==> src/common/adcsr_pkg.sv <==
// Shared constants, commands and types of the ADC status and ready block
package adcsr_pkg;

   // Command bytes carried after the target address
   localparam logic [7:0] CMD_POWER_DOWN = 8'h02;
   localparam logic [7:0] CMD_SOFT_RESET = 8'h06;
   localparam logic [7:0] CMD_START_SYNC = 8'h08;
   localparam logic [7:0] CMD_READ_DATA  = 8'h10;
   localparam logic [7:0] CMD_REG_READ   = 8'h20;
   localparam logic [7:0] CMD_REG_WRITE  = 8'h40;
   localparam logic [7:0] CMD_REG_MASK   = 8'hF8;
   localparam int         CMD_REG_SEL_BIT = 2;

   // Register indices and layout
   localparam logic       REG_CONFIG_IDX    = 1'h0;
   localparam logic       REG_STATUS_IDX    = 1'h1;
   localparam logic [7:0] CONFIG_RESET      = 8'h00;
   localparam logic       READY_FLAG_RESET  = 1'h0;
   localparam int         STATUS_READY_BIT  = 7;
   localparam logic [6:0] STATUS_RSVD_VALUE = 7'h00;

   // Target address base, low four bits come from the straps
   localparam logic [6:0] TARGET_ADDR_BASE = 7'h40;

   // Bit and byte counting
   localparam logic [3:0] BITS_PER_BYTE = 4'h8;
   localparam int         RESULT_WIDTH  = 16;

   // Sampled two-wire bus lines
   typedef struct packed {
      logic scl;
      logic sda;
   } adcsr_bus_t;

   // Target protocol states
   typedef enum logic [2:0] {
      ST_IDLE,
      ST_ADDR,
      ST_CMD,
      ST_WDATA,
      ST_ACK,
      ST_READ,
      ST_RACK
   } adcsr_state_t;

endpackage

==> src/rtl/adcsr_sync.sv <==
// Two-flop synchroniser for pin inputs of the ADC status block
`timescale 1ns/1ps
module adcsr_sync #(
   parameter int         WIDTH     = 1,
   parameter logic [WIDTH-1:0] RESET_VAL = '0
) (
   // Clock and reset
   input  wire logic             i_sys_clk,
   input  wire logic             i_rst_n,
   // Asynchronous levels in, synchronised levels out
   input  wire logic [WIDTH-1:0] i_async,
   output logic      [WIDTH-1:0] o_sync
);

   logic [WIDTH-1:0] meta_q;

   // First stage feeds only the second stage
   always_ff @(posedge i_sys_clk or negedge i_rst_n)
   begin
      if (!i_rst_n)
      begin
         meta_q <= RESET_VAL;
         o_sync <= RESET_VAL;
      end
      else
      begin
         meta_q <= i_async;
         o_sync <= meta_q;
      end
   end

endmodule

==> src/rtl/adcsr_status_ready.sv <==
// Two-wire target with conversion status register and ready pin
`timescale 1ns/1ps
module adcsr_status_ready
   import adcsr_pkg::*;
#(
   parameter logic [6:0] ADDR_BASE = adcsr_pkg::TARGET_ADDR_BASE,
   parameter int         RES_W     = adcsr_pkg::RESULT_WIDTH
) (
   // Clock and reset
   input  wire logic             i_sys_clk,
   input  wire logic             i_rst_n,
   // Two-wire bus pins, data line open drain
   input  wire logic             i_scl,
   input  wire logic             i_sda,
   output logic                  o_sda_o,
   output logic                  o_sda_oe,
   // Address strap codes, one of four levels each
   input  wire logic [1:0]       i_address_select_low_pin,
   input  wire logic [1:0]       i_address_select_high_pin,
   // Converter side, same clock
   input  wire logic             i_result_valid,
   input  wire logic [RES_W-1:0] i_result,
   output logic      [7:0]       o_config,
   output logic                  o_start_conv,
   output logic                  o_power_down,
   output logic                  o_soft_reset,
   // Ready pin, open drain
   output logic                  o_ready_pin_o,
   output logic                  o_ready_pin_oe
);
   import adcsr_pkg::*;

   adcsr_bus_t       bus_s;
   adcsr_bus_t       bus_p_q;
   logic [1:0]       strap_lo;
   logic [1:0]       strap_hi;
   adcsr_state_t     st_q;
   adcsr_state_t     st_d;
   adcsr_state_t     after_q;
   adcsr_state_t     after_d;
   logic [3:0]       cnt_q;
   logic [3:0]       cnt_d;
   logic [7:0]       sh_q;
   logic [7:0]       sh_d;
   logic             drive_q;
   logic             drive_d;
   logic             wsel_q;
   logic [7:0]       cfg_q;
   logic             ready_q;
   logic [RES_W-1:0] hold_q;
   logic [RES_W-1:0] tx_q;
   logic             start_q;
   logic             pdown_q;
   logic             sreset_q;

   // Pins pass two flops before any logic
   adcsr_sync #(
      .WIDTH     (6),
      .RESET_VAL (6'h03)
   ) u_sync (
      .i_sys_clk (i_sys_clk),
      .i_rst_n   (i_rst_n),
      .i_async   ({i_address_select_high_pin, i_address_select_low_pin,
                   i_scl, i_sda}),
      .o_sync    ({strap_hi, strap_lo, bus_s})
   );

   // Previous bus sample for edge and condition detection
   always_ff @(posedge i_sys_clk or negedge i_rst_n)
   begin
      if (!i_rst_n)
         bus_p_q <= '{scl: 1'b1, sda: 1'b1};
      else
         bus_p_q <= bus_s;
   end

   // Bus events
   wire scl_rise  = bus_s.scl & ~bus_p_q.scl;
   wire scl_fall  = ~bus_s.scl & bus_p_q.scl;
   wire bus_start = bus_s.scl & bus_p_q.scl & bus_p_q.sda & ~bus_s.sda;
   wire bus_stop  = bus_s.scl & bus_p_q.scl & ~bus_p_q.sda & bus_s.sda;

   // Own address from straps, sixteen choices
   wire [6:0] own_addr = ADDR_BASE | {3'h0, strap_hi, strap_lo};

   // Byte completion and command decode
   wire rx_state   = (st_q == ST_ADDR) || (st_q == ST_CMD) ||
                     (st_q == ST_WDATA);
   wire byte_done  = rx_state && scl_fall && (cnt_q == BITS_PER_BYTE) &&
                     !bus_start && !bus_stop;
   wire addr_hit   = (sh_q[7:1] == own_addr);
   wire cmd_done   = byte_done && (st_q == ST_CMD);
   wire cmd_rdata  = cmd_done && (sh_q == CMD_READ_DATA);
   wire cmd_reset  = cmd_done && (sh_q == CMD_SOFT_RESET);
   wire cmd_start  = cmd_done && (sh_q == CMD_START_SYNC);
   wire cmd_pdown  = cmd_done && (sh_q == CMD_POWER_DOWN);
   wire cmd_register_read_command   = cmd_done && ((sh_q & CMD_REG_MASK) == CMD_REG_READ);
   wire cmd_register_write_command   = cmd_done && ((sh_q & CMD_REG_MASK) == CMD_REG_WRITE);
   wire reg_sel    = sh_q[CMD_REG_SEL_BIT];
   wire wdata_done = byte_done && (st_q == ST_WDATA);
   wire tx_load    = (st_q == ST_ACK) && scl_fall && (after_q == ST_READ) &&
                     !bus_start && !bus_stop;

   // Status byte: flag on top, reserved bits fixed low
   wire [7:0] status_byte = {ready_q, STATUS_RSVD_VALUE};
   wire [7:0] reg_rd_byte = (reg_sel == REG_STATUS_IDX) ? status_byte
                                                        : cfg_q;

   // Target protocol next state
   always_comb
   begin
      st_d    = st_q;
      after_d = after_q;
      cnt_d   = cnt_q;
      sh_d    = sh_q;
      drive_d = drive_q;
      if (bus_stop)
      begin
         st_d    = ST_IDLE;
         drive_d = 1'b0;
      end
      else if (bus_start)
      begin
         st_d    = ST_ADDR;
         cnt_d   = 4'h0;
         drive_d = 1'b0;
      end
      else
      begin
         unique case (st_q)
            ST_IDLE:
               st_d = ST_IDLE;
            ST_ADDR, ST_CMD, ST_WDATA:
               if (scl_rise)
               begin
                  sh_d  = {sh_q[6:0], bus_s.sda};
                  cnt_d = cnt_q + 4'h1;
               end
               else if (byte_done)
               begin
                  st_d    = ST_ACK;
                  drive_d = 1'b1;
                  after_d = ST_CMD;
                  if (st_q == ST_ADDR)
                  begin
                     if (!addr_hit)
                     begin
                        st_d    = ST_IDLE;
                        drive_d = 1'b0;
                     end
                     else if (sh_q[0])
                        after_d = ST_READ;
                  end
                  else if (cmd_register_write_command)
                     after_d = ST_WDATA;
               end
            ST_ACK:
               if (scl_fall)
               begin
                  st_d    = after_q;
                  cnt_d   = 4'h0;
                  drive_d = 1'b0;
                  if (after_q == ST_READ)
                  begin
                     sh_d    = tx_q[RES_W-1 -: 8];
                     drive_d = ~tx_q[RES_W-1];
                  end
               end
            ST_READ:
               if (scl_rise)
                  cnt_d = cnt_q + 4'h1;
               else if (scl_fall)
               begin
                  if (cnt_q == BITS_PER_BYTE)
                  begin
                     st_d    = ST_RACK;
                     drive_d = 1'b0;
                  end
                  else
                  begin
                     sh_d    = {sh_q[6:0], 1'b0};
                     drive_d = ~sh_q[6];
                  end
               end
            ST_RACK:
               if (scl_rise)
               begin
                  if (bus_s.sda)
                     st_d = ST_IDLE;
                  else
                  begin
                     st_d    = ST_ACK;
                     after_d = ST_READ;
                  end
               end
         endcase
      end
   end

   // Protocol registers; data line changes only after clock falls
   always_ff @(posedge i_sys_clk or negedge i_rst_n)
   begin
      if (!i_rst_n)
      begin
         st_q    <= ST_IDLE;
         after_q <= ST_IDLE;
         cnt_q   <= 4'h0;
         sh_q    <= 8'h00;
         drive_q <= 1'b0;
      end
      else
      begin
         st_q    <= st_d;
         after_q <= after_d;
         cnt_q   <= cnt_d;
         sh_q    <= sh_d;
         drive_q <= drive_d;
      end
   end

   // Configuration register and register write select
   always_ff @(posedge i_sys_clk or negedge i_rst_n)
   begin
      if (!i_rst_n)
      begin
         cfg_q  <= CONFIG_RESET;
         wsel_q <= REG_CONFIG_IDX;
      end
      else
      begin
         if (cmd_register_write_command)
            wsel_q <= reg_sel;
         if (cmd_reset)
            cfg_q <= CONFIG_RESET;
         else if (wdata_done && (wsel_q == REG_CONFIG_IDX))
            cfg_q <= sh_q;
      end
   end

   // Ready flag: new result wins over a clearing read
   always_ff @(posedge i_sys_clk or negedge i_rst_n)
   begin
      if (!i_rst_n)
         ready_q <= READY_FLAG_RESET;
      else if (i_result_valid)
         ready_q <= 1'b1;
      else if (cmd_rdata || cmd_reset)
         ready_q <= 1'b0;
   end

   // Result holding and output shift; a result never disturbs a read
   always_ff @(posedge i_sys_clk or negedge i_rst_n)
   begin
      if (!i_rst_n)
      begin
         hold_q <= '0;
         tx_q   <= '0;
      end
      else
      begin
         if (i_result_valid)
            hold_q <= i_result;
         if (cmd_rdata)
            tx_q <= hold_q;
         else if (cmd_register_read_command)
            tx_q <= {reg_rd_byte, {(RES_W-8){1'b0}}};
         else if (tx_load)
            tx_q <= {tx_q[RES_W-9:0], 8'h00};
      end
   end

   // One-cycle command pulses to the converter
   always_ff @(posedge i_sys_clk or negedge i_rst_n)
   begin
      if (!i_rst_n)
      begin
         start_q  <= 1'b0;
         pdown_q  <= 1'b0;
         sreset_q <= 1'b0;
      end
      else
      begin
         start_q  <= cmd_start;
         pdown_q  <= cmd_pdown;
         sreset_q <= cmd_reset;
      end
   end

   // Pin drivers; no clock line output exists at all
   assign o_sda_o        = 1'b0;
   assign o_sda_oe       = drive_q;
   assign o_ready_pin_o  = 1'b0;
   assign o_ready_pin_oe = ready_q;
   assign o_config       = cfg_q;
   assign o_start_conv   = start_q;
   assign o_power_down   = pdown_q;
   assign o_soft_reset   = sreset_q;
endmodule

==> config.mk <==
export PLATFORM = sky130hd
export DESIGN_NAME = adcsr_status_ready
export DESIGN_NICKNAME = d
export VERILOG_FILES = /design/src/common/adcsr_pkg.sv /design/src/rtl/adcsr_sync.sv /design/src/rtl/adcsr_status_ready.sv
export SDC_FILE = /design/constraint.sdc
export NUM_CORES = 1
export LEC_CHECK = 0
export ABC_AREA = 1
export BUFFER_PORTS_ARGS = -buffer_cell sky130_fd_sc_hd__buf_2
export CAP_MARGIN = 25
export CORE_MARGIN = 8
export CORE_UTILIZATION = 25
export DETAILED_ROUTE_END_ITERATION = 10
export PLACE_DENSITY = 0.43
export SYNTH_ARGS = -nofsm -noshare
export SYNTH_HDL_FRONTEND = slang
export SYNTH_SLANG_ARGS = --single-unit
==> constraint.sdc <==
create_clock -name i_sys_clk -period 4.8 [get_ports i_sys_clk]
set_input_delay 1.2 -clock i_sys_clk [delete_from_list [all_inputs] [get_ports i_sys_clk]]
set_output_delay 1.2 -clock i_sys_clk [all_outputs]
set_load 0.03 [all_outputs]
==> results of run 1 <==
how the worst max path moves through the flow:
stage	start	slack (ps)	endpoint	depth (start not counted)
2_1_floorplan	i_result_valid	2620	hold_q[13]	3
3_3_place_gp	i_rst_n	2690	hold_q[7]	1
3_5_place_dp	sh_q[2]	2660	tx_q[11]	7
4_1_cts	o_ready_pin_oe	2630	o_ready_pin_oe	1
5_1_grt	cnt_q[0]	2380	tx_q[11]	10
6_report	o_ready_pin_oe	2640	o_ready_pin_oe	1
final cells by class:
| class | instances | area (µm²) |
|---|---|---|
| Timing Repair Buffer | 38 | 215 |
| Clock inverter | 3 | 68.8 |
| Tap cell | 188 | 235 |
| Sequential cell | 78 | 1960 |
| Clock buffer | 12 | 246 |
| Fill cell | 1636 | 10500 |
| Inverter | 52 | 195 |
| Multi-Input combinational cell | 317 | 1520 |
logic make-up (layout without fill, tap and decap cells):
logic type,Yosys count,count (layout)
DFF,78,78
muxes,8,8
adders and majority gates,2,2
AOI/OAI and AO/OA,70,70
buffers and inverters,67,105
other,1,2
xor gates and xnor gates,2,2
and+or+nand+nor,233,233
stage by stage:
step / worst slack (ps) / hold slack [ps]
4_1_cts: 2630 / 354
5_1_grt: 2380 / 357
3_5_place_dp: 2660 / 340
6_report: 2640 / 349
2_1_floorplan: 2620 / 331
3_3_place_gp: 2690 / 336
worst reg2reg max path: cells and delay by family (launching register included):
family / cells / cell delay, ps
compound gates: 2 / 170
fa+ha+maj: 1 / 190
buf+inv: 2 / 190
flops: 1 / 360
simple gates: 4 / 1120
routing by layer:
metal	vias up	wire length, µm
met4	0	152
met3	11	367
met2	45	4720
met5	-	0
li1	1530	-
met1	1408	4420
cells in the final DEF (no fill, tap or decap), types with 2 or more instances in the layout:
cell       instances
clkbuf_1           2
dfstp_2            6
dfrtp_1           72
inv_2              3
mux2_2             8
clkbuf_16          9
buf_2             36
nand3_2            3
conb_1             2
o21ai_1           17
o21ai_0           41
bufinv_16          2
nand3_1           26
nand4_1            6
nor2_4             2
nor2_1            40
inv_1             49
a21oi_1           11
ha_1               2
nand2_1          131
nor3_1            12
nor2_2             8
flip-flops by register name, summed over array words and instances, names as in the netlist:
register	count
hold_q	16
tx_q	16
o_config	8
sh_q	8
u_sync.meta_q	6
u_sync.o_sync	6
cnt_q	4
after_q	3
st_q	3
bus_p_q	2
o_power_down	1
o_ready_pin_oe	1
o_sda_oe	1
o_soft_reset	1
o_start_conv	1
wsel_q	1
power breakdown:
group / switching, mW / internal [mW]
clock: 0.264 / 0.468
combinational: 0.314 / 0.147
sequential: 0.107 / 0.731
==> metrics, run 1 <==
startpoint types register; remaining antenna violation count after routing 0; I/O Pins 40; Yosys top cell by area dfrtp_1; Setup crit end kind primary output; area share of the largest cell type after synthesis 47.9%; overall overflow remaining after global route 0; CTS Buf Count 9; RSZ-0062 raised after global routing no; reg2reg setup slack 2690 ps; Post-Synth XOR/XNOR Area 0.465%; Final Util 29.6%; Final period util 45.0%; Placed Instances 672; CP required 3600 ps; gr busiest metal met2; Post-Synthesis Cell Area 3760 µm²; fin cells 688; core area 15,000 µm²; cell area after placement 4100 µm²; residual DRC count 0; Synth Area in Compound Gates 9.41%; WHS Endpoint u_sync.o_sync[4]; Worst Hold Depth 0; GPL Wtd Cong 0.825; hpwl dp 7.00 mm; peak fanout along the critical path 3; vias per inst 4.35; initial antenna violation count 0; Core Rows 45; First-pass DRT Iterations 5; # Post-CTS Setup Buffers 0; die height 139 µm; Worst-Margin Slew 880 ps; post-synth cell types 30; Synth async-reset ratio 100%; pin count of the biggest net entering global routing 79; met3 Usage GRT 3.65%; largest family of logic cells by synthesized area simple AND/OR/NAND/NOR gates; # clock sinks 78; min-delay src u_sync.meta_q[4]; hold buffers post-CTS 0; crit path time final 2160 ps; total power 2.03 mW; Synth Flop Type dfrtp_1; Power Density 458 nW/µm²; endpoints failing setup 0; Reg-to-Reg Start cnt_q[0]; TritonCTS clock tree yes; Mapped Cells 461; Final Hold Fails 0; maximum clock insertion buffer count 2; Final Routed Wirelength 9.67 mm; Largest stage delay, worst path 390 ps; CTS root buf clkbuf_16; fin. max-slew vios 0; Skew-Pair Late Insertion Delay 340 ps; Adder-Cell Fraction of Synth Area 0.665%; Avg Cell Area, Syn 8.16 µm²; worst-path cell chain buf_2; Max IR drop VDD 230 µV; status finished clean; via count 2,994; Post-synth EDFFs 0; critical path arrival 960 ps; CP bufs+invs 1; Antenna diodes 0; top cells by count, synth nand2_1 (131), dfrtp_1 (72), inv_1 (49); YS warnings 0; starting DRC count in detailed routing 187; Worst-path clk slew 60 ps; post_cts resized 0; global routing usage on met1 12.8%; met2 usage 17.7%; Worst path top cell family by delay flip-flops; input/output buffers 37; share of layout cells above drive strength 1 16.8%; Finished Cell Area 4440 µm²; Die X 139 µm; Initial Util 25.1%; Slew headroom 41.2%; htree depth 3; Wirelength per Cell 14.0 µm; Slowest cell on crit path dfrtp_1; sequential element share of the synthesized area 52.1%; count leader, synth nand2_1; global-route wire length before repair 16.4 mm; Seq cells post-synth 78; Max Cap Viol 0; vias in the first global route 3,129; P_leak 2.20 nW; Overall Global Routing Usage 10.7%; Setup TNS Final 0 ps; Simple-Gate Fraction of Synth Area 27.2%; Worst R2R Path Depth 9; Worst R2R End tx_q[7]; layout net count 523; mux contribution to synthesized area 2.39%; CP Class reg2out; Hold Crit Class reg2reg; Clock Skews 7.23 ps; DIE AREA 19,200 µm²; Layout area overhead 18.0%; Max Clock Freq 0.463 GHz; top post-synthesis cells by area dfrtp_1 (48%), nand2_1 (13%), o21ai_0 (5.5%)
(Power assumes the default switching activity.)
==> run 2: changes to the inputs <==
--- a/config.mk
+++ b/config.mk
@@ -5,7 +5,7 @@
 export SDC_FILE = /design/constraint.sdc
 export NUM_CORES = 1
 export LEC_CHECK = 0
-export ABC_AREA = 1
+export ABC_AREA = 0
 export BUFFER_PORTS_ARGS = -buffer_cell sky130_fd_sc_hd__buf_2
 export CAP_MARGIN = 25
 export CORE_MARGIN = 8
==> constraint.sdc (replaced) <==
create_clock -name i_sys_clk -period 2.1 [get_ports i_sys_clk]
set_input_delay 0.525 -clock i_sys_clk [delete_from_list [all_inputs] [get_ports i_sys_clk]]
set_output_delay 0.525 -clock i_sys_clk [all_outputs]
set_load 0.03 [all_outputs]
==> metrics, run 2 <==
top post-synthesis cells by area dfrtp_1 (50%), mux2i_1 (8.0%), mux2_2 (7.8%); CTS Buf Count 9 (unchanged); via count 2,521 (-16%); Setup crit start cnt_q[1]; Initial Util 25.2% (+0.063 points); starting DRC count in detailed routing 198 (+5.9%); htree depth 3 (unchanged); vias per inst 4.50 (+3.4%); Final Hold Fails 0 (unchanged); Min Hold Slack 102 ps (-247 ps); Yosys top cell by area dfrtp_1; fin. max-slew vios 0 (unchanged); worst setup path end tx_q[15]; Final period util 96.6%; Synth Flop Type dfrtp_1; initial antenna violation count 0 (unchanged); vias in the first global route 2,598 (-17%); Largest stage delay, worst path 400 ps (about the same); endpoints failing setup 0 (unchanged); reg2reg setup slack 70 ps (-2620 ps); commonest non-fill, non-tap cells in the layout dfrtp_1 (72), buf_2 (37), mux2i_1 (29); global-route wire length before repair 14.0 mm (-14%); Max Cap Viol 0 (unchanged); CP Class reg2reg; hpwl dp 6.22 mm (-11%); critical path arrival 2290 ps (+1330 ps); TritonCTS clock tree yes; Seq cells post-synth 78 (unchanged); area share of the largest cell type after synthesis 50.0% (+2.1 points); Layout area overhead 26.4%; maximum clock insertion buffer count 2 (unchanged); Clock Skews 8.79 ps (+1.56 ps); count leader, synth dfrtp_1; overall overflow remaining after global route 0 (unchanged); Synth async-reset ratio 100% (unchanged); Max Clock Freq 0.493 GHz; startpoint types register; peak fanout along the critical path 5 (+2); Overall Global Routing Usage 9.96% (-0.79 points); residual DRC count 0 (unchanged); # clock sinks 78 (unchanged); P_leak 2.05 nW (-6.6%); GPL Wtd Cong 0.789 (-4.3%); Worst R2R Path Depth 9 (unchanged); Worst R2R End tx_q[15]; Antenna diodes 0 (unchanged); Wirelength per Cell 15.5 µm (+10%); core area 14,300 µm² (-4.4%); RSZ-0062 raised after global routing yes; worst-path cell chain inv_2, ha_4, and3b_2, nand4_1, nor3b_2, buf_4, buf_8, mux2_4, o21ai_2; Post-synth EDFFs 0 (unchanged); total power 4.96 mW (+140%); Reg-to-Reg Start cnt_q[1]; die height 136 µm (-1.9%); status finished clean; layout net count 398 (-24%); Post-Synthesis Cell Area 3610 µm² (-4.2%); Setup crit end kind register; YS warnings 0 (unchanged); First-pass DRT Iterations 5 (unchanged); crit path time final 2030 ps; Power Density 1090 nW/µm² (+140%); Top Registers hold_q: 16 flops, tx_q: 16 flops; pin count of the biggest net entering global routing 52 (-34%); top cells by count, synth dfrtp_1 (72), mux2i_1 (29), mux2_2 (25); CTS root buf clkbuf_16; Setup TNS Final 0 ps (unchanged); sequential element share of the synthesized area 54.3% (+2.3 points); DIE AREA 18,500 µm² (-3.7%); input/output buffers 37 (unchanged); Die X 136 µm (-1.9%); most common cell after layout, fill and taps aside dfrtp_1; Core Rows 44 (-2.2%); Avg Cell Area, Syn 11.6 µm² (+42%); Slowest cell on crit path dfrtp_1; Final Routed Wirelength 8.69 mm (-10%); share of layout cells above drive strength 1 34.6% (+18 points); CP required 2360 ps (-1240 ps); Hold Crit Class in2async; post-synth cell types 51 (+70%); Skew-Pair Late Insertion Delay 340 ps (about the same); Worst-path clk slew 60 ps (about the same); remaining antenna violation count after routing 0 (unchanged); I/O Pins 40 (unchanged); Mapped Cells 312 (-32%); Max IR drop VDD 429 µV (+87%)
## run 2: changes by cell type in the layout (fill, tap and decap cells not counted), sizes merged, moves of 9 or more
cell	previous run	this run
mux2	8	27
nand2b	0	9
nor2	50	19
o21ai	58	20
buf	38	68
nand2	132	24
inv	52	5
nand3	29	8
mux2i	0	29
## run 2: cell families (layout without fill, tap and decap cells)
group | Yosys count | after routing | share of synthesized area (%)
AO/OA/AOI/OAI | 52 | 52 | 9.26
XOR/XNOR | 5 | 5 | 1.21
adder cells (fa/ha/maj) | 2 | 2 | 0.694
buffers and inverters | 27 | 90 | 4.03
flip-flops | 78 | 78 | 54.3
multiplexers | 56 | 56 | 16.6
other | 1 | 2 | 0.104
AND/OR/NAND/NOR | 91 | 91 | 13.8
## run 2: area by class of cell
class | count | area, µm²
clock inverters | 5 | 82.6
clock buffers | 11 | 243
repair buffers | 68 | 450
inverters | 6 | 23.8
flip-flops and latches | 78 | 1960
multi-input cells | 208 | 1570
well taps | 184 | 230
fillers | 1459 | 9750
## run 2: power by group
part           switching (mW)  internal (mW)  total (mW)
Clock                   0.620           1.08        1.70
Combinational           0.730          0.592        1.32
Sequential              0.214           1.73        1.94
## run 2: worst min path at each step
stage | from | cells after the start | end
floorplan | i_rst_n | 0 | after_q[0]
global placement | u_sync.meta_q[4] | 0 | u_sync.o_sync[4]
detailed placement | u_sync.meta_q[5] | 0 | u_sync.o_sync[5]
CTS | i_rst_n | 1 | hold_q[3]
global route | i_rst_n | 1 | hold_q[3]
finish | i_rst_n | 1 | hold_q[3]
## run 2: through the flow
| stage | cells | setup WS (ps) | cell area [µm²] | util (%) |
|---|---|---|---|---|
| floorplan | 313 | 140 | 3610 | - |
| global placement | 540 | 25.8 | 4140 | 28.9 |
| detailed placement | 540 | 0.469 | 4140 | 28.9 |
| CTS | 557 | 18.0 | 4480 | 31.3 |
| global route | 560 | -47.5 | 4560 | 31.9 |
| finish | 560 | 70.4 | 4560 | 31.9 |
## run 2: what timing repair did
action	in CTS	in global routing
endpoints found under the setup margin	7	20
gates resized for setup	1	16
gates cloned	0	1
hold buffers	0	0
pin swaps	0	4
setup buffers	1	2
## run 2: critical path, delay by kind of cell, from the launching register on
family	cells	cell delay (ps)
multiplexers	1	310
AND/OR/NAND/NOR	3	640
flip-flops	1	400
AO/OA/AOI/OAI	1	130
buffers and inverters	3	360
adder cells (fa/ha/maj)	1	120
## run 2: routing by layer
| layer | vias to the layer above | GRT usage, % | share of wire, % |
|---|---|---|---|
| met5 | - | 0 | 0 |
| met2 | 53 | 13.9 | 45 |
| met4 | 0 | 4.39 | 1.6 |
| met3 | 11 | 3.40 | 4.1 |
| met1 | 1231 | 13.5 | 50 |
| li1 | 1226 | - | - |
